===== src/common/potis_defs.svh =====
`ifndef POTIS_DEFS_SVH
`define POTIS_DEFS_SVH
// slave address, one ordering option
`define POTIS_SLAVE_ADDR      7'h2f
// command codes
`define POTIS_CMD_NOP         3'h0
`define POTIS_CMD_STORE       3'h1
`define POTIS_CMD_WR_WIPER    3'h2
`define POTIS_CMD_SHUTDOWN    3'h3
`define POTIS_CMD_RELOAD      3'h4
`define POTIS_CMD_RD_WIPER    3'h5
`define POTIS_CMD_READBACK    3'h6
// readback selector in data bits for the read-back command
`define POTIS_SEL_WIPER       8'h00
`define POTIS_SEL_NVM         8'h01
`define POTIS_SEL_TOL         8'h02
// word field positions
`define POTIS_CMD_HI          10
`define POTIS_CMD_LO          8
// reset values
`define POTIS_WIPER_RST       8'h00
// timing
`define POTIS_CLK_HZ          50000000
`define POTIS_STORE_MS        18
`define POTIS_RELOAD_US       25
`define POTIS_STORE_CYC       ((`POTIS_CLK_HZ / 1000) * `POTIS_STORE_MS)
`define POTIS_RELOAD_CYC      ((`POTIS_CLK_HZ / 1000000) * `POTIS_RELOAD_US)
`endif


===== src/common/potis_pkg.sv =====
package potis_pkg;
  typedef enum logic [2:0] {
    POTIS_IDLE = 3'b000,
    POTIS_ADDR = 3'b001,
    POTIS_WRB  = 3'b011,
    POTIS_RDB  = 3'b010,
    POTIS_IGN  = 3'b110
  } potis_phase_t;
  typedef enum logic [1:0] {
    POTIS_RUN   = 2'b00,
    POTIS_STORE = 2'b01,
    POTIS_LOAD  = 2'b11
  } potis_ctl_t;
  typedef enum logic [1:0] {
    POTIS_RES_64  = 2'b00,
    POTIS_RES_32  = 2'b01,
    POTIS_RES_128 = 2'b10
  } potis_res_t;
endpackage


===== src/rtl/potis_slave.sv =====
// Behaviour
// - wiper tap output follows the wiper setting register, unlimited updates.
// - master can write and read back the wiper setting register.
// - during the nonvolatile store no command is acknowledged or executed; words sent after the store in the same write still are.
// - after reset the wiper register loads from nonvolatile memory.
// - command 1 copies the wiper register into nonvolatile memory.
// - command 6 makes the stored nonvolatile value readable.
// - a factory tolerance value is held and readable.
// - slave works at standard and fast mode rates, master stays within; the testbench master clocks scl at one eighth of clk.
// - no ten bit or general call addressing, only seven bit.
// - address byte with direction bit, matching slave acknowledges on ninth clock.
// - direction one reads from the device, zero writes to it.
// - nine clocks per byte, data changes only while clock is low.
// - slave answers one fixed seven bit address, option 0101111.
// - word is five unused bits, three command bits, eight data bits.
// - word is shifted most significant bit first, bit 15 first.
// - 64 positions ignore data lsb, 32 positions ignore two lowest bits.
// - command bits select the operation, data bits load the decoded register.
// - command 4 reloads wiper from nonvolatile memory in about 25 us.
// - command 3 enters shutdown, with data lsb zero leaves it.
// - after a store, acknowledge of the address shows the store is over.
// - on not-acknowledge of the first read byte, the second is not sent.
`timescale 1ns/1ps
`default_nettype none
`include "potis_defs.svh"
module potis_slave
  import potis_pkg::*;
(
  // clock and reset
  input  wire logic       clk,
  input  wire logic       sys_rst,
  // variant strap
  input  wire potis_res_t resolution,
  // nonvolatile memory contents seen at power-up
  input  wire logic [7:0] nvm_init,
  input  wire logic [7:0] tol_code,
  // serial pins
  input  wire logic       scl_in,
  input  wire logic       sda_in,
  output logic            sda_out,
  output logic            sda_oe,
  // analog control
  output logic [7:0]      wiper_tap,
  output logic            shutdown,
  output logic [7:0]      nvm_value,
  output logic            nvm_busy
);
  typedef struct packed {
    potis_phase_t phase;
    potis_ctl_t   ctl;
    logic         scl_d;
    logic         sda_d;
    logic [3:0]   bit_cnt;
    logic [7:0]   shreg;
    logic         byte_sel;
    logic [7:0]   hi_byte;
    logic [15:0]  tx_word;
    logic         drive_low;
    logic         tx_bit;
    logic         read_ack;
    logic         init_done;
    logic [7:0]   wiper_setting_register;
    logic [7:0]   nvm;
    logic [7:0]   rd_sel;
    logic         shut;
    logic         tmr_start;
    logic [19:0]  tmr_count;
  } potis_st_t;

  potis_st_t r;
  potis_st_t next_r;
  logic      scl_s;
  logic      sda_s;
  logic      tmr_busy;
  logic      tmr_done;

  // byte pins pass two flops before anything looks at them
  potis_sync u_scl (
    .clk      (clk),
    .sys_rst  (sys_rst),
    .pin_in   (scl_in),
    .pin_sync (scl_s)
  );
  potis_sync u_sda (
    .clk      (clk),
    .sys_rst  (sys_rst),
    .pin_in   (sda_in),
    .pin_sync (sda_s)
  );
  potis_timer u_tmr (
    .clk     (clk),
    .sys_rst (sys_rst),
    .start   (r.tmr_start),
    .count   (r.tmr_count),
    .busy    (tmr_busy),
    .done    (tmr_done)
  );

  function automatic logic [7:0] potis_mask(input potis_res_t res, input logic [7:0] d);
    case (res)
      POTIS_RES_64:  potis_mask = {d[7:1], 1'b0};
      POTIS_RES_32:  potis_mask = {d[7:2], 2'b00};
      default:       potis_mask = d;
    endcase
  endfunction

  logic       scl_rise;
  logic       scl_fall;
  logic       start_seen;
  logic       stop_seen;
  logic [7:0] byte_in;
  logic [2:0] cmd;

  always_comb begin
    scl_rise   = scl_s & ~r.scl_d;
    scl_fall   = ~scl_s & r.scl_d;
    start_seen = scl_s & r.scl_d & r.sda_d & ~sda_s;
    stop_seen  = scl_s & r.scl_d & ~r.sda_d & sda_s;
    byte_in    = {r.shreg[6:0], sda_s};
    cmd        = r.hi_byte[2:0];
  end

  always_comb begin
    next_r           = r;
    next_r.scl_d     = scl_s;
    next_r.sda_d     = sda_s;
    next_r.tmr_start = 1'b0;
    // power-up restore happens once, one cycle after reset release
    if (!r.init_done) begin
      next_r.init_done              = 1'b1;
      next_r.nvm                    = nvm_init;
      next_r.wiper_setting_register = potis_mask(resolution, nvm_init);
    end
    if (tmr_done) begin
      if (r.ctl == POTIS_LOAD) begin
        next_r.wiper_setting_register = potis_mask(resolution, r.nvm);
      end
      next_r.ctl = POTIS_RUN;
    end
    if (start_seen) begin
      next_r.phase     = POTIS_ADDR;
      next_r.bit_cnt   = 4'h0;
      next_r.drive_low = 1'b0;
      next_r.tx_bit    = 1'b1;
    end else if (stop_seen) begin
      next_r.phase     = POTIS_IDLE;
      next_r.drive_low = 1'b0;
      next_r.tx_bit    = 1'b1;
    end else if (scl_rise && r.phase != POTIS_IDLE && r.phase != POTIS_IGN) begin
      if (r.bit_cnt < 4'h8) begin
        next_r.shreg   = byte_in;
        next_r.bit_cnt = r.bit_cnt + 4'h1;
      end else begin
        // ninth clock high: sample master acknowledge on reads
        next_r.read_ack = ~sda_s;
        next_r.bit_cnt  = 4'h9;
      end
    end else if (scl_fall && r.phase != POTIS_IDLE && r.phase != POTIS_IGN) begin
      next_r.drive_low = 1'b0;
      next_r.tx_bit    = 1'b1;
      if (r.bit_cnt == 4'h8) begin
        // eighth bit in, decide acknowledge for the ninth clock
        case (r.phase)
          POTIS_ADDR: begin
            // any other address, including general call, is ignored
            if (r.shreg[7:1] == `POTIS_SLAVE_ADDR && r.ctl == POTIS_RUN) begin
              next_r.drive_low = 1'b1;
              next_r.byte_sel  = 1'b0;
            end else begin
              next_r.phase = POTIS_IGN;
            end
          end
          POTIS_WRB: begin
            next_r.drive_low = 1'b1;
            if (!r.byte_sel) begin
              next_r.hi_byte  = r.shreg;
              next_r.byte_sel = 1'b1;
            end else begin
              next_r.byte_sel = 1'b0;
              case (cmd)
                `POTIS_CMD_STORE: begin
                  next_r.nvm       = r.wiper_setting_register;
                  next_r.ctl       = POTIS_STORE;
                  next_r.tmr_start = 1'b1;
                  next_r.tmr_count = 20'(`POTIS_STORE_CYC);
                end
                `POTIS_CMD_WR_WIPER: begin
                  next_r.wiper_setting_register = potis_mask(resolution, r.shreg);
                end
                `POTIS_CMD_SHUTDOWN: begin
                  next_r.shut = r.shreg[0];
                end
                `POTIS_CMD_RELOAD: begin
                  next_r.ctl       = POTIS_LOAD;
                  next_r.tmr_start = 1'b1;
                  next_r.tmr_count = 20'(`POTIS_RELOAD_CYC);
                end
                `POTIS_CMD_RD_WIPER: begin
                  next_r.rd_sel = `POTIS_SEL_WIPER;
                end
                `POTIS_CMD_READBACK: begin
                  next_r.rd_sel = r.shreg;
                end
                default: begin
                  next_r.rd_sel = r.rd_sel;
                end
              endcase
            end
          end
          default: begin
            next_r.drive_low = 1'b0;
          end
        endcase
      end else if (r.bit_cnt == 4'h9) begin
        // ninth clock over, begin next byte
        next_r.bit_cnt = 4'h0;
        if (r.phase == POTIS_ADDR) begin
          if (r.shreg[0]) begin
            next_r.phase   = POTIS_RDB;
            // the tolerance code is no wiper value, so none of its bits are dropped
            next_r.tx_word = {8'h00, r.rd_sel == `POTIS_SEL_TOL ? tol_code :
                             potis_mask(resolution, r.rd_sel == `POTIS_SEL_NVM ? r.nvm :
                             r.wiper_setting_register)};
            next_r.tx_bit  = 1'b0;
          end else begin
            next_r.phase = POTIS_WRB;
          end
        end else if (r.phase == POTIS_RDB) begin
          if (r.read_ack && !r.byte_sel) begin
            next_r.byte_sel = 1'b1;
            next_r.tx_bit   = r.tx_word[7];
          end else begin
            next_r.phase = POTIS_IGN;
          end
        end
      end else if (r.phase == POTIS_RDB) begin
        // shift out msb first, the upper byte first
        next_r.tx_bit = r.byte_sel ? r.tx_word[4'h7 - r.bit_cnt[2:0]]
                                   : r.tx_word[4'hf - {1'b0, r.bit_cnt[2:0]}];
      end
    end
    if (r.phase == POTIS_RDB && r.bit_cnt == 4'h0 && scl_fall && !start_seen) begin
      next_r.bit_cnt = 4'h0;
    end
    if (sys_rst) begin
      next_r                        = '0;
      next_r.phase                  = POTIS_IDLE;
      next_r.ctl                    = POTIS_RUN;
      next_r.scl_d                  = 1'b1;
      next_r.sda_d                  = 1'b1;
      next_r.tx_bit                 = 1'b1;
      next_r.wiper_setting_register = `POTIS_WIPER_RST;
    end
  end

  always_ff @(posedge clk) begin
    r <= next_r;
  end

  // output flops
  always_ff @(posedge clk) begin
    if (sys_rst) begin
      sda_oe    <= 1'b0;
      sda_out   <= 1'b0;
      wiper_tap <= `POTIS_WIPER_RST;
      shutdown  <= 1'b0;
      nvm_value <= 8'h00;
      nvm_busy  <= 1'b0;
    end else begin
      // open drain: only ever pull low
      sda_oe    <= next_r.drive_low | (next_r.phase == POTIS_RDB && next_r.bit_cnt < 4'h8
                   && !next_r.tx_bit);
      sda_out   <= 1'b0;
      wiper_tap <= next_r.wiper_setting_register;
      shutdown  <= next_r.shut;
      nvm_value <= next_r.nvm;
      nvm_busy  <= (next_r.ctl == POTIS_STORE);
    end
  end
endmodule // potis_slave
`default_nettype wire


===== src/rtl/potis_sync.sv =====
`timescale 1ns/1ps
`default_nettype none
module potis_sync
  import potis_pkg::*;
(
  // clock and reset
  input  wire logic clk,
  input  wire logic sys_rst,
  // raw pin and its sampled form
  input  wire logic pin_in,
  output logic      pin_sync
);
  typedef struct packed {
    logic meta;
    logic sync;
  } potis_sync_t;
  potis_sync_t r;
  potis_sync_t next_r;
  always_comb begin
    next_r      = r;
    next_r.meta = pin_in;
    next_r.sync = r.meta;
    if (sys_rst) begin
      next_r = '{meta: 1'b1, sync: 1'b1};
    end
  end
  always_ff @(posedge clk) begin
    r <= next_r;
  end
  assign pin_sync = r.sync;
endmodule // potis_sync
`default_nettype wire


===== src/rtl/potis_timer.sv =====
`timescale 1ns/1ps
`default_nettype none
module potis_timer
  import potis_pkg::*;
(
  // clock and reset
  input  wire logic        clk,
  input  wire logic        sys_rst,
  // load a count, busy until it runs out
  input  wire logic        start,
  input  wire logic [19:0] count,
  output logic             busy,
  output logic             done
);
  typedef struct packed {
    logic [19:0] left;
    logic        busy;
    logic        done;
  } potis_tmr_t;
  potis_tmr_t r;
  potis_tmr_t next_r;
  always_comb begin
    next_r      = r;
    next_r.done = 1'b0;
    if (start) begin
      next_r.left = count;
      next_r.busy = 1'b1;
    end else if (r.busy) begin
      if (r.left <= 20'h00001) begin
        next_r.busy = 1'b0;
        next_r.done = 1'b1;
      end else begin
        next_r.left = r.left - 20'h00001;
      end
    end
    if (sys_rst) begin
      next_r = '0;
    end
  end
  always_ff @(posedge clk) begin
    r <= next_r;
  end
  assign busy = r.busy;
  assign done = r.done;
endmodule // potis_timer
`default_nettype wire

===== config.mk =====
export PLATFORM = sky130hd
export DESIGN_NAME = potis_slave
export DESIGN_NICKNAME = d
export VERILOG_FILES = /design/src/common/potis_pkg.sv /design/src/rtl/potis_slave.sv /design/src/rtl/potis_sync.sv /design/src/rtl/potis_timer.sv
export VERILOG_INCLUDE_DIRS = /design/src /design/src/common
export SDC_FILE = /design/constraint.sdc
export NUM_CORES = 1
export LEC_CHECK = 0
export BUFFER_PORTS_ARGS = -buffer_cell sky130_fd_sc_hd__buf_4
export CAP_MARGIN = 30
export CORE_ASPECT_RATIO = 0.75
export CORE_MARGIN = 4
export CORE_UTILIZATION = 35
export CTS_BUF_LIST = sky130_fd_sc_hd__clkbuf_4 sky130_fd_sc_hd__clkbuf_8
export DETAILED_ROUTE_END_ITERATION = 6
export GPL_ROUTABILITY_DRIVEN = 0
export HOLD_SLACK_MARGIN = 0.08
export PLACE_DENSITY = 0.49
export SYNTH_ARGS = -nofsm -noshare
export SYNTH_HDL_FRONTEND = slang
export SYNTH_SLANG_ARGS = --single-unit

===== constraint.sdc =====
create_clock -name clk -period 5.35 [get_ports clk]
set_clock_uncertainty 0.2 [all_clocks]
set_input_delay 0.8025 -clock clk [delete_from_list [all_inputs] [get_ports clk]]
set_output_delay 0.8025 -clock clk [all_outputs]
set_load 0.01 [all_outputs]

==> flow_summary.toml <==
[clock_network]
numCtsBuffers = 9
cts_setup_buffers = 0
cts_resized = 0
clock-sinks = 109
root_buffer = "clkbuf_8"
htreeDepth = 3
clk_path_buf_depth = 2
clk_pin_slew_worst_paths_ns = 0.11
cts_tree = "done"
clock_latency_ns = 0.38
hold_buffers = 0

[drt]
routedWlPerCell_um = 16.7
dr_total_vias = 4245
wl_um = 13200
vias_per_cell = 5.37
drtIter0Drc = 291
ant_nets = 0
first_pass_iters = 5
drc = 0

[grt]
grt_pass1_vias = 4005
overflow = 0
grt_max_degree = 77
antenna_found_initial = 0
grtUsageTotal_pct = 16.1
grt_pass1_wl_um = 21600

[cells_and_area]
antenna_cells = 0
fin_nets = 617
final_common_cell = "dfxtp_1"
final_util_pct = 40.7
final_cell_mix = "dfxtp_1 (109), nor2_1 (87), buf_4 (44)"
drive_gt1_share_pct = 13.6
area_delta_synth_final_pct = 11.6

[critical_path]
ff2ff_path_depth = 5
r2r-start = "u_tmr.r[12]"
crit_path_end_kind = "flop"
path_class = "reg -> reg"
r2r_end = "u_tmr.r[3]"
reg2reg_setup_slack_ns = 2.44
crit_path_max_fanout = 19
setup.worst_path.start_class = "flop"
critPathArrivalTime_ns = 3.04
worstSetupEndpoint = "u_tmr.r[3]"
worst-endpoint-required_ns = 5.49
startpoint = "u_tmr.r[12]"

[placement]
dp_hpwl_um = 9420
portBuffers = 40
place_ws_ns = 2.36

[floorplan]
start_util_pct = 36.5
dieArea_um2 = 16600
core_um2 = 14000
fp-row-count = 37
die_y_um = 113
num_io_pins = 42
die_w_um = 148

[yosys]
ys_types = 63
post_synth.cell_area_avg_um2 = 8.90
synthFlopType = "dfxtp_1"
synth-seq-cells = 109
yosysSeqAreaShare_pct = 42.6
syn_inst = 575
synthesis.area_um2 = 5120
synth_edf_count = 0
yosysWarnings = 0
synth_fp_nets = 602
async_reset_ff_share_pct = 0

[sta]
setup_viol = 0
timing_hold_violations_final = 0
worst_slack_ns = 2.44
rsz0062_at_grt = "false"
post-route-period-util_pct = 54.3
clock.fmax_ghz = 0.344
timing.hold.ws_ns = 0.221
tightest_slew_ns = 0.833
tns_ns = 0
timing.final.max_slew_violations = 0
min_period_ns = 2.91
slew_headroom_pct = 44.3

[flow_run]
maxCapViolCount = 0

[power_and_ir_drop]
ir_drop_v = 0.000132
powerDensity_nw_per_um2 = 246
p_total_uw = 1410
p_leak_uw = 0.00215

[status]
outcome = "finished, final reports clean"

[worst_hold_path]
hold_path.class = "reg -> reg"
[layout make-up]
type,count,area [um^2]
clock buffer,10,138
clock inverter,6,45.0
fill,1387,8310
inverter,18,67.6
multi-input combinational,406,2690
sequential,109,2180
tap,195,244
timing repair buffer,46,347
[kinds of logic after synthesis]
kind of cell / count (synthesis) / synth area share, %
mux: 45 / 9.14
buf+inv: 60 / 4.89
other cells: 1 / 0.0732
fa+ha+maj: 5 / 1.22
simple gates: 210 / 21.7
xor+xnor: 22 / 3.76
compound gates: 123 / 16.6
flops: 109 / 42.6
[per-stage QoR]
stage / std cells / cell area (um^2)
floorplan: 575 / 5120
global route: 790 / 5720
finish: 790 / 5720
global placement: 771 / 5510
CTS: 790 / 5720
detailed placement: 774 / 5530
[sequential cells by signal, summed over array words and instances, names as in the netlist]
signal	count
u_tmr.busy	1
shutdown	1
byte_in	7
r	54
nvm_busy	1
u_sda.r	1
cmd	3
nvm_value	8
u_tmr.r	20
u_tmr.done	1
u_scl.r	1
wiper_tap	8
u_scl.pin_sync	1
u_sda.pin_sync	1
sda_oe	1
[synthesized netlist by cell type, types with 3 or more instances]
cell	n	area, um^2
dfxtp_1	109	2180
nor2_1	87	327
mux2i_1	40	400
clkbuf_1	33	124
a21oi_1	30	150
a211oi_1	26	195
inv_1	17	63.8
nand2_1	17	63.8
xor2_1	14	123
and2_1	13	81.3
nand4_1	12	75.1
nor3_1	12	60.1
o21ai_0	11	55.1
nor2b_1	8	50.1
o211ai_1	8	60.1
xnor2_1	8	70.1
nand2b_1	7	43.8
nand3_1	7	35.0
o21a_1	7	52.6
or4_1	7	52.6
a211o_1	6	52.6
or2_2	6	37.5
buf_2	5	25.0
ha_1	5	62.6
nand4b_1	5	43.8
a21boi_0	4	30.0
a22oi_1	4	30.0
a31oi_1	4	25.0
mux2_2	4	45.0
nand3b_1	4	30.0
nor4_1	4	25.0
a21o_1	3	22.5
a311oi_1	3	26.3
and3_1	3	18.8
and4_1	3	26.3
nor3b_1	3	22.5
[how the worst min path moves through the flow]
stage,from,endpoint,slack [ns],cells after the start
final,u_scl.r[1],u_scl.pin_sync,0.22,1
after global routing,u_sda.r[1],u_sda.pin_sync,0.24,1
after CTS,u_scl.r[1],u_scl.pin_sync,0.23,1
after detailed placement,u_scl.r[1],u_scl.pin_sync,0.20,1
after global placement,u_sda.r[1],u_sda.pin_sync,0.20,1
after floorplan,u_scl.r[1],u_scl.pin_sync,0.19,1
[critical path, cell delays in order, from the launching register on]
cell and delay [ns]:
dfxtp_1 0.36, or4_1 0.66, or4b_1 0.94, o21ai_2 0.35, mux2i_1 0.23, o21a_1 0.12
[metal layers]
layer / up-vias / track usage (%) / share of wire, %
met5: - / 0 / 0
met4: 0 / 3.66 / 0.92
met2: 75 / 22.7 / 42
met1: 2081 / 24.6 / 53
met3: 8 / 3.76 / 4.0
li1: 2081 / - / -
[power by group]
part | internal, uW | leakage [uW] | switching (uW)
combinational | 39.3 | 0.00116 | 47.8
sequential | 828 | 0.000886 | 11.5
clock | 187 | 0.0000974 | 296
total | 1050 | 0.00215 | 355
Power figures use the tool's default switching activity.
